**src/include/flvic_pkg.sv**
```systemverilog
// constants and carrier types of the four-level vectored interrupt controller
`default_nettype none
package flvic_pkg;
  localparam int FLVIC_NSRC = 7;
  localparam int FLVIC_AW = 4;

  // register word indices on the plain register port
  localparam logic [3:0] FLVIC_OFS_IEN = 4'h0;
  localparam logic [3:0] FLVIC_OFS_PRIO_LO = 4'h1;
  localparam logic [3:0] FLVIC_OFS_PRIO_HI = 4'h2;
  localparam logic [3:0] FLVIC_OFS_TMRCTL = 4'h3;
  localparam logic [3:0] FLVIC_OFS_PERFLAG = 4'h4;
  localparam logic [3:0] FLVIC_OFS_ACTIVE = 4'h5;
  localparam logic [3:0] FLVIC_OFS_EVT_STAT = 4'h6;
  localparam logic [3:0] FLVIC_OFS_EVT_CLR = 4'h7;
  localparam logic [3:0] FLVIC_OFS_EVT_EN = 4'h8;

  // interrupt_enable fields; bits 6..0 follow the source index
  localparam int FLVIC_IEN_GLOBAL = 7;

  // timer/external control register fields
  localparam int FLVIC_TC_EXT0_EDGE = 0;
  localparam int FLVIC_TC_EXT0_FLAG = 1;
  localparam int FLVIC_TC_EXT1_EDGE = 2;
  localparam int FLVIC_TC_EXT1_FLAG = 3;
  localparam int FLVIC_TC_SPLIT = 4;
  localparam int FLVIC_TC_T0_OVF = 5;
  localparam int FLVIC_TC_T1_RUN = 6;
  localparam int FLVIC_TC_T1_OVF = 7;

  // peripheral flag register fields
  localparam int FLVIC_PF_UART_RX = 0;
  localparam int FLVIC_PF_UART_TX = 1;
  localparam int FLVIC_PF_SPI = 2;
  localparam int FLVIC_PF_ADC = 3;
  localparam int FLVIC_PF_CNTARR = 4;
  localparam int FLVIC_PF_LOWV = 5;

  // controller event bits
  localparam int FLVIC_EV_GRANT = 0;
  localparam int FLVIC_EV_NEST = 1;
  localparam int FLVIC_EV_SPUR_RET = 2;

  // source indices, also the polling order
  localparam logic [2:0] FLVIC_SRC_EXT0 = 3'h0;
  localparam logic [2:0] FLVIC_SRC_T0 = 3'h1;
  localparam logic [2:0] FLVIC_SRC_EXT1 = 3'h2;
  localparam logic [2:0] FLVIC_SRC_T1 = 3'h3;
  localparam logic [2:0] FLVIC_SRC_UART = 3'h4;
  localparam logic [2:0] FLVIC_SRC_SPI_ADC = 3'h5;
  localparam logic [2:0] FLVIC_SRC_CNT_LOWV = 3'h6;

  // vector = base + 8 * source index
  localparam logic [7:0] FLVIC_VEC_BASE = 8'h03;
  localparam logic [7:0] FLVIC_VEC_LAST = 8'h33;

  typedef struct packed {
    logic wr;
    logic rd;
    logic [3:0] addr;
    logic [7:0] wdata;
  } flvic_bus_t;

  typedef struct packed {
    logic uartRx;
    logic uartTx;
    logic spi;
    logic adc;
    logic cntArr;
    logic lowV;
  } flvic_periph_t;

  typedef struct packed {
    logic [7:0] ien;
    logic [7:0] prioLo;
    logic [7:0] prioHi;
    logic [1:0] extEdge;
    logic [1:0] extFlag;
    logic [1:0] tOvf;
    logic t1Run;
    logic split;
    logic [5:0] perFlag;
    logic [3:0] active;
    logic [2:0] evtStat;
    logic [2:0] evtEn;
    logic [1:0][1:0] pinSync;
    logic [1:0] pinPrev;
    logic irqReq;
    logic [7:0] vec;
    logic [2:0] src;
    logic [1:0] lvl;
    logic [7:0] rdData;
  } flvic_state_t;

  // pins idle high; synchronisers start there so reset shows no false level
  localparam logic [1:0] FLVIC_PIN_IDLE = 2'h3;
  localparam flvic_state_t FLVIC_RST_STATE = '{
    pinSync: {FLVIC_PIN_IDLE, FLVIC_PIN_IDLE},
    pinPrev: FLVIC_PIN_IDLE,
    default: '0
  };
endpackage : flvic_pkg
`default_nettype wire

```
**src/hw/flvic_ctrl.sv**
```systemverilog
// four-level vectored interrupt controller with register port and cpu handshake
// How it works
// - seven sources, own enables, global enable gate
// - level from high and low priority bits
// - lower level never preempts higher routine
// - higher level wins among simultaneous requests
// - same level resolved by fixed polling order
// - vectors 03h through 33h, step eight
// - external flags level or edge by select
// - vectoring clears external flag only in edge
// - vectoring clears timer overflow flag
// - uart request is rx or tx, kept
// - serial/conv source ored, never hardware cleared
// - counter/low-voltage source ored, never hardware cleared
// - software writes flags like hardware events, except external flags in level mode
// - all enables zero after reset
// - split timer0 high byte uses timer1 bits
// - select 0 low level, 1 falling edge
//
// The implementer's own choices: the register offsets and the strobed register port.
`timescale 1ns/1ps
`default_nettype none
module flvic_ctrl
  import flvic_pkg::*;
(
  // clock and reset
  input wire logic sys_clk,
  input wire logic rst_b,
  // register port
  input wire flvic_bus_t busReq,
  output logic [7:0] busRdData,
  // external interrupt pins, asynchronous
  input wire logic ext0Pin,
  input wire logic ext1Pin,
  // timer overflow pulses
  input wire logic timer0Ovf,
  input wire logic timer1Ovf,
  input wire logic timer0HighOvf,
  // peripheral request pulses
  input wire flvic_periph_t periphSet,
  // cpu vector handshake
  input wire logic isrEnter,
  input wire logic isrReturn,
  output logic cpuIrqReq,
  output logic [7:0] cpuIrqVector,
  // timer run controls
  output logic timer1RunOut,
  output logic timer0HighRunOut,
  output logic timer0SplitMode,
  // controller event interrupt
  output logic sysIrq
);

  flvic_state_t st_ff;
  flvic_state_t nxt_st;

  logic [1:0] srcLvl [FLVIC_NSRC];
  logic [FLVIC_NSRC-1:0] req;
  logic [FLVIC_NSRC-1:0] pend;
  logic [1:0] extLvl;
  logic [1:0] extFall;
  logic [1:0] pinIn;
  logic [1:0] tSet;
  logic [1:0] activeTop;
  logic anyActive;
  logic found;
  logic [2:0] bestSrc;
  logic [1:0] bestLvl;
  logic allow;
  logic taken;
  logic [7:0] tmrCtlRd;
  logic [3:0] actNext;
  logic [1:0] actNextTop;

  assign pinIn = {ext1Pin, ext0Pin};
  assign taken = isrEnter && st_ff.irqReq;

  // split mode routes high byte overflow
  assign tSet[0] = timer0Ovf;
  assign tSet[1] = st_ff.split ? timer0HighOvf : timer1Ovf;

  genvar g;
  generate
    for (g = 0; g < FLVIC_NSRC; g++) begin : gSrc
      assign srcLvl[g] = {st_ff.prioHi[g], st_ff.prioLo[g]};
    end
    for (g = 0; g < 2; g++) begin : gExt
      // second sync stage is the first one logic may read
      assign extLvl[g] = st_ff.pinSync[g][1];
      assign extFall[g] = st_ff.pinPrev[g] && !st_ff.pinSync[g][1];
    end
  endgenerate

  // uart request is rx or tx
  // counter array and low voltage ored
  assign req = {
    st_ff.perFlag[FLVIC_PF_CNTARR] | st_ff.perFlag[FLVIC_PF_LOWV],
    st_ff.perFlag[FLVIC_PF_SPI] | st_ff.perFlag[FLVIC_PF_ADC],
    st_ff.perFlag[FLVIC_PF_UART_RX] | st_ff.perFlag[FLVIC_PF_UART_TX],
    st_ff.tOvf[1], st_ff.extFlag[1], st_ff.tOvf[0], st_ff.extFlag[0]};

  assign pend = req & st_ff.ien[FLVIC_NSRC-1:0] & {FLVIC_NSRC{st_ff.ien[FLVIC_IEN_GLOBAL]}};

  always_comb begin
    anyActive = |st_ff.active;
    activeTop = 2'b00;
    for (int l = 0; l < 4; l++) begin
      if (st_ff.active[l]) begin
        activeTop = 2'(l);
      end
    end
  end

  // active levels once this cycle's return and entry land; offering
  // against these keeps a just-taken source from being offered again
  always_comb begin
    actNext = st_ff.active;
    if (isrReturn && anyActive) begin
      actNext[activeTop] = 1'b0;
    end
    if (taken) begin
      actNext[st_ff.lvl] = 1'b1;
    end
    actNextTop = 2'b00;
    for (int l = 0; l < 4; l++) begin
      if (actNext[l]) begin
        actNextTop = 2'(l);
      end
    end
  end

  // lowest index wins within a level
  always_comb begin
    found = 1'b0;
    bestSrc = 3'h0;
    bestLvl = 2'b00;
    for (int l = 3; l >= 0; l--) begin
      for (int i = 0; i < FLVIC_NSRC; i++) begin
        if (!found && pend[i] && srcLvl[i] == 2'(l)) begin
          found = 1'b1;
          bestSrc = 3'(i);
          bestLvl = 2'(l);
        end
      end
    end
  end

  // only strictly higher than running level
  assign allow = !(|actNext) || (bestLvl > actNextTop);

  assign tmrCtlRd = {st_ff.tOvf[1], st_ff.t1Run, st_ff.tOvf[0], st_ff.split,
                     st_ff.extFlag[1], st_ff.extEdge[1], st_ff.extFlag[0], st_ff.extEdge[0]};

  always_comb begin
    nxt_st = st_ff;

    // register writes
    if (busReq.wr) begin
      case (busReq.addr)
        FLVIC_OFS_IEN: nxt_st.ien = busReq.wdata;
        FLVIC_OFS_PRIO_LO: nxt_st.prioLo = {1'b0, busReq.wdata[6:0]};
        FLVIC_OFS_PRIO_HI: nxt_st.prioHi = {1'b0, busReq.wdata[6:0]};
        FLVIC_OFS_TMRCTL: begin
          nxt_st.extEdge[0] = busReq.wdata[FLVIC_TC_EXT0_EDGE];
          nxt_st.extFlag[0] = busReq.wdata[FLVIC_TC_EXT0_FLAG];
          nxt_st.extEdge[1] = busReq.wdata[FLVIC_TC_EXT1_EDGE];
          nxt_st.extFlag[1] = busReq.wdata[FLVIC_TC_EXT1_FLAG];
          nxt_st.split = busReq.wdata[FLVIC_TC_SPLIT];
          nxt_st.tOvf[0] = busReq.wdata[FLVIC_TC_T0_OVF];
          nxt_st.t1Run = busReq.wdata[FLVIC_TC_T1_RUN];
          nxt_st.tOvf[1] = busReq.wdata[FLVIC_TC_T1_OVF];
        end
        FLVIC_OFS_PERFLAG: nxt_st.perFlag = busReq.wdata[5:0];
        FLVIC_OFS_EVT_CLR: nxt_st.evtStat = st_ff.evtStat & ~busReq.wdata[2:0];
        FLVIC_OFS_EVT_EN: nxt_st.evtEn = busReq.wdata[2:0];
        default: ;
      endcase
    end

    // read data stands for one cycle only
    nxt_st.rdData = 8'h00;
    if (busReq.rd) begin
      case (busReq.addr)
        FLVIC_OFS_IEN: nxt_st.rdData = st_ff.ien;
        FLVIC_OFS_PRIO_LO: nxt_st.rdData = st_ff.prioLo;
        FLVIC_OFS_PRIO_HI: nxt_st.rdData = st_ff.prioHi;
        FLVIC_OFS_TMRCTL: nxt_st.rdData = tmrCtlRd;
        FLVIC_OFS_PERFLAG: nxt_st.rdData = {2'b00, st_ff.perFlag};
        FLVIC_OFS_ACTIVE: nxt_st.rdData = {4'h0, st_ff.active};
        FLVIC_OFS_EVT_STAT: nxt_st.rdData = {5'h00, st_ff.evtStat};
        FLVIC_OFS_EVT_EN: nxt_st.rdData = {5'h00, st_ff.evtEn};
        default: nxt_st.rdData = 8'h00;
      endcase
    end

    // return pops the highest running level, entry pushes the taken one
    nxt_st.active = actNext;
    if (isrReturn && !anyActive) begin
      nxt_st.evtStat[FLVIC_EV_SPUR_RET] = 1'b1;
    end

    // entry pulse takes the offered vector
    if (taken) begin
      nxt_st.evtStat[FLVIC_EV_GRANT] = 1'b1;
      if (anyActive) begin
        nxt_st.evtStat[FLVIC_EV_NEST] = 1'b1;
      end
      case (st_ff.src)
        // edge mode flag cleared on entry
        FLVIC_SRC_EXT0: if (st_ff.extEdge[0]) nxt_st.extFlag[0] = 1'b0;
        FLVIC_SRC_EXT1: if (st_ff.extEdge[1]) nxt_st.extFlag[1] = 1'b0;
        FLVIC_SRC_T0: nxt_st.tOvf[0] = 1'b0;
        FLVIC_SRC_T1: nxt_st.tOvf[1] = 1'b0;
        // shared sources leave their flags to software
        default: ;
      endcase
    end

    // hardware sets last so they win over any clear
    for (int e = 0; e < 2; e++) begin
      nxt_st.pinSync[e] = {st_ff.pinSync[e][0], pinIn[e]};
      nxt_st.pinPrev[e] = st_ff.pinSync[e][1];
      // flag per pin, mode from select bit
      // select 1 falling edge, 0 low level
      if (nxt_st.extEdge[e]) begin
        if (extFall[e]) begin
          nxt_st.extFlag[e] = 1'b1;
        end
      end else begin
        nxt_st.extFlag[e] = !extLvl[e];
      end
      if (tSet[e]) begin
        nxt_st.tOvf[e] = 1'b1;
      end
    end
    nxt_st.perFlag = nxt_st.perFlag | {periphSet.lowV, periphSet.cntArr, periphSet.adc,
                                       periphSet.spi, periphSet.uartTx, periphSet.uartRx};

    // offer the winner; a source just taken is masked by its active level
    nxt_st.irqReq = found && allow;
    nxt_st.src = bestSrc;
    nxt_st.lvl = bestLvl;
    // vector is base plus eight per source
    nxt_st.vec = FLVIC_VEC_BASE + {2'b00, bestSrc, 3'b000};
  end

  // every enable and priority clears at reset
  always_ff @(posedge sys_clk or negedge rst_b) begin
    if (!rst_b) begin
      st_ff <= FLVIC_RST_STATE;
    end else begin
      st_ff <= nxt_st;
    end
  end

  assign busRdData = st_ff.rdData;
  assign cpuIrqReq = st_ff.irqReq;
  assign cpuIrqVector = st_ff.vec;
  // timer1 run bit drives the high byte in split mode
  assign timer1RunOut = st_ff.t1Run && !st_ff.split;
  assign timer0HighRunOut = st_ff.t1Run && st_ff.split;
  assign timer0SplitMode = st_ff.split;
  assign sysIrq = |(st_ff.evtStat & st_ff.evtEn);
endmodule : flvic_ctrl
`default_nettype wire

```
**config.mk**
```make
export PLATFORM = sky130hd
export DESIGN_NAME = flvic_ctrl
export DESIGN_NICKNAME = d
export VERILOG_FILES = /design/src/include/flvic_pkg.sv /design/src/hw/flvic_ctrl.sv
export SDC_FILE = /design/constraint.sdc
export NUM_CORES = 1
export LEC_CHECK = 0
export BUFFER_PORTS_ARGS = -buffer_cell sky130_fd_sc_hd__buf_2
export CAP_MARGIN = 20
export CORE_UTILIZATION = 25
export DETAILED_ROUTE_END_ITERATION = 10
export PLACE_DENSITY_LB_ADDON = 0.25
export SLEW_MARGIN = 10
export SYNTH_ARGS = -nofsm -noshare
export SYNTH_HDL_FRONTEND = slang
export SYNTH_SLANG_ARGS = --single-unit
```
**constraint.sdc**
```tcl
create_clock -name sys_clk -period 6.85 [get_ports sys_clk]
set_input_delay 0.3425 -clock sys_clk [delete_from_list [all_inputs] [get_ports sys_clk]]
set_output_delay 0.3425 -clock sys_clk [all_outputs]
set_load 0.02 [all_outputs]
```
## Yosys cells after proc, flatten, opt, wreduce, memory -nomap -nowiden

Index checks and enable logic that the tools add are counted.

- Eq/ne operators: 32
- Reduce and logical (&&, ||, !) cells: 121
- $add $sub $neg: 1
- Muxes and demuxes: 120
- $lt $le $gt $ge: 5
- Bitwise logic cells: 12

Operator list:

| cell | number |
|---|---|
| $mux W3 | 28 |
| $mux W2 | 33 |
| $logic_and A1 B1 Y1 | 65 |
| $pmux W8 S8 | 1 |
| $mux W1 | 48 |
| $logic_not A1 Y1 | 32 |
| $eq A2 B2 Y1 const B | 14 |
| $eq A4 B3 Y1 const B | 4 |
| $mux W8 | 2 |
| $and A7 B7 Y7 | 2 |
| $eq A2 B1 Y1 const B | 7 |
| $logic_not A2 Y1 | 7 |
| $mux W14 | 1 |
| $reduce_and A2 Y1 | 7 |
| $mux W4 | 3 |
| $mux W6 | 2 |
| $eq A4 B2 Y1 const B | 2 |
| $reduce_bool A2 Y1 | 4 |
| $reduce_or A4 Y1 | 2 |
| $add A2 B6 Y7 const A | 1 |
| $and A3 B3 Y3 | 2 |
| $eq A3 B2 Y1 const B | 2 |
| $lt A2 B3 Y1 const B | 2 |
| $or A6 B6 Y6 | 1 |
| other kinds (15) | 19 |

- Output and inout bits: 21
- Logic and storage cells: 313
- Flip-flop bits (word level): 73
- Input bits: 29

## Longest topological paths before layout

Gate-level depths: netlist of run 1.

- Word-level depth: 116
- Gate-level depth with buffers: 13
- Mapped depth without buffers: 11

## Worst setup path before layout of run 1

No wires, ideal clock.

- Path kind: register to register
- Start: register st_ff[38] (netlist name)
- End: register st_ff, in the netlist cpuIrqReq
- Arrival time: 2.494 ns
- Library setup time: 0.159 ns
- Period minus slack after synthesis: 2.653 ns
- Required time: 6.691 ns
- Path slack: 4.197 ns
- Buffers on the path: 0
- Stages on the path, launching flop included: 12
- Path through: dfrtp_1 o2111a_1 o2bb2ai_1 or2_2 nor4b_1 nand2_1 and3_1 ha_1 nand2_1 o21ai_0 o41a_1 a31oi_1

RTL lines:

| what | line | RTL |
|---|---|---|
| start, declared | flvic_ctrl.sv:54 | `flvic_state_t st_ff;` |
| start signal, assigned | flvic_ctrl.sv:252 | `st_ff <= nxt_st;` |

==> results_dict.tcl, run 1 <==
set metrics [dict create \
    gp_congestion 0.9008 \
    outcome "finished with violations" \
    fin_util_pct 29.98 \
    drt_first_pass_iters 10 \
    hp-class "input pin to register" \
    p_switching_uw 488.4 \
    slowest_delay_ns 0.74 \
    violations "DRC" \
    async_flop_share_pct 100.0 \
    yosys.area_share.simple_pct 18.28 \
    swShare_pct 34.33 \
    yosysTopAreaCellShare_pct 40.12 \
    cts.htree.levels 3 \
    power_mw 1.423 \
    rsz0062_at_grt "no" \
    start_kind "register" \
    port_buffers 46 \
    finalWirelength_mm 11.64 \
    core_um2 14700 \
    powerDensity_nw_per_um2 322.9 \
    syn2layout_area_growth_pct 15.82 \
    fp.dieH_um 125.4 \
    synth_top_area_cell "dfrtp_1" \
    p_comb_share_pct 25.9 \
    syn_avg_cell_area_um2 9.608 \
    crit_chain "and4_1 -> a32oi_2 -> nand4_2 -> nor4b_1 -> nand2_1 -> and3_1 -> ha_1 -> nand2_1 -> o21ai_0 -> o41a_1 -> a31oi_1" \
    cell_internal_pwr_uw 934.3 \
    seq_power_share_pct 41.4 \
    drtIter0Drc 279 \
    grt_pass1_wl_mm 17.93 \
    crit_top_cell "nand2_1" \
    setup_tns_ns 0 \
    cts_hold_buf 0 \
    syn_inst 396 \
    cts_resized 0 \
    dpl.hpwl_mm 8.772 \
    arrival_ns 3.42 \
    synth-edff-count 0 \
    relSlewSlack_pct 35.35 \
    yosysSeqAreaShare_pct 44.26 \
    maxCapViolations 0 \
    endpoint_kind "register" \
    ir_drop_mv 0.1657 \
    vias 3226 \
    synth-seq-cells 67 \
    track_usage_pct 15.45 \
    finalHoldViolCount 0 \
    synth_mux_area_share_pct 10.13 \
    row_count 44 \
    required_ns 7.03 \
    drv_slew 0 \
    syn-cell-area_um2 3805 \
    fmax_ghz 0.3079 \
    clockBufferDepth 2 \
    fill_cells 1520 \
    antenna_found_initial 0 \
    clock-sinks 67 \
    dpl_worst_slack_ns 3.672 \
    wire_per_inst_um 18.93 \
    ys.flop_type "dfrtp_1" \
    setup_slack_ns 3.602 \
    p_leak_nw 1.886 \
    slowest_stage "nor4b_1" \
    io_pins 50 \
    drtAntennaViolNets 0 \
    critical_path.max_fanout 17 \
    diodes 0 \
    synth.distinct_cells 64 \
    drc 5 \
    synth_xor_area_share_pct 0 \
    clkPwrFrac_pct 32.7 \
    synth_compound_area_share_pct 19.53 \
    grt_max_degree 68 \
    finalCriticalPeriod_ns 3.248 \
    final_layout_size_suffix_gt1_share_pct 23.90 \
    numCtsBuffers 9 \
    fin_skew_ns 0.008963 \
    period_share_pct 47.42 \
    initial_core_util_pct 25.89 \
    cts.clk_slew.worst_paths_ns 0.05 \
    synth_top_family_by_area "compound AO/OA/AOI/OAI gates" \
    ys_warn_count 0 \
    cts_root_buf "clkbuf_16" \
    synthTopCellsByArea "dfrtp_1 (40%), mux2_2 (7.1%), nor2_1 (4.3%)" \
    layout.nets 457 \
    crit_type "register to register" \
    tightest_slew_ns 0.9646 \
    grt_pass1_vias 3074 \
    viasPerCell 5.246 \
    gr-total-overflow 0 \
    setup_viol 0 \
    clkLatencyLatePin_ns 0.34 \
    synthAdderAreaFrac_pct 0.6577 \
    postCtsSetupRepairBufs 0 \
    die-area_um2 15720 \
    cts_tree "yes" \
    die_w_um 125.4 \
]
[routing by layer]
layer | share of wire (%) | track usage (%) | wire [um]
met2 | 46 | 24.12 | 5325
met3 | 5.2 | 3.594 | 610
met4 | 2.6 | 5.739 | 303
met5 | 0 | 0 | 0
met1 | 46 | 20.79 | 5401
[power groups by stage]
stage / logic (mW) / registers (mW) / clock network [mW]
floorplan: 0.294 / 0.538 / 0
finish: 0.369 / 0.588 / 0.465
global placement: 0.367 / 0.591 / 0
detailed placement: 0.370 / 0.591 / 0
CTS: 0.371 / 0.585 / 0.477
global route: 0.411 / 0.596 / 0.497
[worst max-delay path, delay by kind of cell (launching register included)]
kind	cells	cell delay, ns
AO/OA/AOI/OAI	4	0.56
adder cells (fa/ha/maj)	1	0.27
flip-flops	1	0.58
AND/OR/NAND/NOR	6	1.67
[path summary, 6_finish.rpt]
kind	from	endpoint	slack [ns]	cells past startpoint
min	ext1Pin	nxt_st[27]	0.10	1
min in group asynchronous	rst_b	srcLvl[1]	0.19	2
max	st_ff[75]	cpuIrqReq	3.60	11
min reg2reg	nxt_st[27]	extLvl[1]	0.35	0
max in group asynchronous	rst_b	st_ff[10]	6.08	2
max reg2reg	st_ff[75]	cpuIrqReq	3.60	11
[state kept, by name (all words and copies together), names as in the netlist]
name	flops
srcLvl	14
busRdData	8
req	4
nxt_st	2
timer0SplitMode	1
st_ff	34
cpuIrqVector	1
cpuIrqReq	1
extLvl	2
[stage by stage]
stage	hold WS (ns)	area (um^2)	std cells
final	0.1036	4407	615
after CTS	0.08803	4407	615
after floorplan	0.04691	3812	398
after global placement	0.3467	4108	599
after detailed placement	0.3475	4108	599
after global routing	0.08992	4407	615
[cell usage in the layout (no fill, tap or decap), drive strengths merged, types with 6 or more instances in the layout]
master  count
dfrtp      61
buf        48
nor2       44
nand2      30
mux2       24
inv        21
o21ai      17
a21oi      15
clkbuf     14
nand3      11
o22ai       8
nor2b       8
mux2i       7
nand4       7
and2        6
a211o       6
dfstp       6
[cells by family after synthesis]
family	Yosys count
compound gates	101
fa+ha+maj	2
buf+inv	52
flops	67
mux	33
other cells	2
simple gates	139
[layout make-up]
class                      count  area (um^2)  share of cell area [%]
clock buffer                  14        264.0                   5.991
clock inverter                 2        35.03                  0.7950
inverter                      21        78.83                   1.789
tap                          184        230.2                   5.224
multi-input combinational    279         1869                   42.42
sequential                    67         1684                   38.22
timing repair buffer          48        245.2                   5.565
[cells in the mapped netlist (all sizes together) (4+ instances only)]
cell type and n:
a32oi 5, a21oi 15, a22oi 5, a22o 5, nor4 4, o211ai 5, nand3 11, nor2 44
o21ai 17, mux2 24, nor3 5, nand2 30, and2 6, or3 4, a211o 6, dfstp 6
nand4 7, clkbuf 12, nor2b 8, o22ai 8, mux2i 7, nand2b 5, inv 21, dfrtp 61
buf 19
No activity file was read; power rests on OpenSTA's default activity.
==> run 2: changes to the inputs <==
==> constraint.sdc (replaced) <==
create_clock -name sys_clk -period 3.1 [get_ports sys_clk]
set_input_delay 0.155 -clock sys_clk [delete_from_list [all_inputs] [get_ports sys_clk]]
set_output_delay 0.155 -clock sys_clk [all_outputs]
set_load 0.02 [all_outputs]
==> results_dict.tcl, run 2 (synthesized netlist as in run 1, its figures left out) <==
set metrics [dict create \
    outcome "finished with violations" \
    violations "DRC" \
    cts_root_buf "clkbuf_16" \
    diodes 0 \
    ir_drop_mv 0.2507 \
    port_buffers 46 \
    initial_core_util_pct 25.89 \
    vias 3273 \
    postCtsSetupRepairBufs 0 \
    dpl_worst_slack_ns 0.1439 \
    regMostFlops "st_ff" \
    required_ns 3.31 \
    die_w_um 125.4 \
    clockBufferDepth 2 \
    setup_tns_ns 0 \
    endpoint_kind "register" \
    crit_type "register to register" \
    track_usage_pct 15.68 \
    start_kind "register" \
    arrival_ns 3.09 \
    viasPerCell 5.220 \
    grt_pass1_vias 3267 \
    slowest_stage "dfrtp_1" \
    core_um2 14700 \
    largest_register_ffs 34 \
    cts_tree "yes" \
    clkLatencyLatePin_ns 0.34 \
    numCtsBuffers 9 \
    syn2layout_area_growth_pct 18.32 \
    final_layout_size_suffix_gt1_share_pct 26.19 \
    crit_top_cell "or2_2" \
    grt_pass1_wl_mm 18.57 \
    grt_max_degree 68 \
    powerDensity_nw_per_um2 701.8 \
    gr-total-overflow 0 \
    finalWirelength_mm 11.73 \
    die-area_um2 15720 \
    drtIter0Drc 342 \
    power_mw 3.159 \
    row_count 44 \
    final_cell_mix "dfrtp_1 (60), buf_2 (46), nor2_1 (43), nand2_1 (30), mux2_2 (24)" \
    clock-sinks 67 \
    tightest_slew_ns 0.8728 \
    crit_chain "o2111a_1 -> o2bb2ai_1 -> or2_2 -> or3_1 -> or2_2 -> ha_1 -> nor2b_1 -> o21ai_0 -> o41a_1 -> a31oi_1" \
    fin_util_pct 30.63 \
    antenna_found_initial 0 \
    relSlewSlack_pct 41.81 \
    cts.clk_slew.worst_paths_ns 0.06 \
    setup_slack_ns 0.2116 \
    fp.dieH_um 125.4 \
    hp-class "input pin to async pin" \
    dpl.hpwl_mm 8.764 \
    finalCriticalPeriod_ns 2.888 \
    wire_per_inst_um 18.71 \
    slowest_delay_ns 0.43 \
    fin_skew_ns 0.008950 \
    gp_congestion 0.8802 \
    setup_viol 0 \
    fmax_ghz 0.3462 \
    fill_cells 1530 \
    finalHoldViolCount 0 \
    drt_first_pass_iters 11 \
    p_leak_nw 1.940 \
    io_pins 50 \
    mostFrequentLayoutCell "dfrtp_1" \
    layout.nets 469 \
    drtAntennaViolNets 0 \
    cts.htree.levels 3 \
    rsz0062_at_grt "no" \
    critical_path.max_fanout 4 \
    maxCapViolations 0 \
    period_share_pct 93.17 \
    reg2reg_setup_slack_ns 0.21 \
    drv_slew 0 \
    drc 5 \
]
-- run 2: power by group --
| part | internal [mW] | switching [mW] |
|---|---|---|
| clock network | 0.607 | 0.383 |
| registers | 1.04 | 0.231 |
| logic | 0.402 | 0.493 |
-- run 2: worst paths after layout --
| path | depth (start not counted) | startpoint | endpoint |
|---|---|---|---|
| min in group sys_clk | 2 | periphSet[0] | st_ff[43] |
| max in group asynchronous | 2 | rst_b | st_ff[75] |
| worst min register to register | 0 | nxt_st[27] | extLvl[1] |
| worst max-delay path | 10 | st_ff[38] | cpuIrqReq |
| worst max register to register | 10 | st_ff[38] | cpuIrqReq |
| worst min-delay path | 2 | rst_b | st_ff[45] |
-- run 2: layer usage --
layer / GRT usage [%] / wire length [um] / up-vias
met2: 25.07 / 5561 / 112
met1: 20.68 / 5300 / 1627
li1: - / - / 1519
met5: 0 / 0 / -
met3: 3.637 / 647 / 15
met4: 5.595 / 224 / 0
-- run 2: stage by stage --
step           cells  hold slack (ns)  cell area (um^2)
2_1_floorplan    398          -0.1406              3812
3_3_place_gp     608           0.2626              4170
3_5_place_dp     608           0.2611              4170
4_1_cts          627         0.008213              4492
5_1_grt          627          0.01590              4502
6_report         627          0.01398              4502
-- run 2: area by class of cell --
type / instances / area [um^2] / share of cell area [%]
Tap cell: 184 / 230.2 / 5.114
Inverter: 21 / 78.83 / 1.751
Clock inverter: 3 / 21.27 / 0.4725
Timing Repair Buffer: 60 / 342.8 / 7.615
Sequential cell: 67 / 1685 / 37.44
Multi-Input combinational cell: 279 / 1873 / 41.61
Clock buffer: 13 / 270.3 / 6.003
-- run 2: repair_timing --
| item | CTS | global route |
|---|---|---|
| endpoints found under the setup margin | 0 | 1 |
| hold buffers | 3 | 0 |
| endpoints found under the hold margin | 3 | 0 |
| resized for setup | 0 | 3 |
-- run 2: critical path, delay by kind of cell (launching register included) --
kind	cells	cell delay, ns
and+or+nand+nor	4	1.15
AOI/OAI and AO/OA	5	0.87
DFF	1	0.43
adders and majority gates	1	0.30
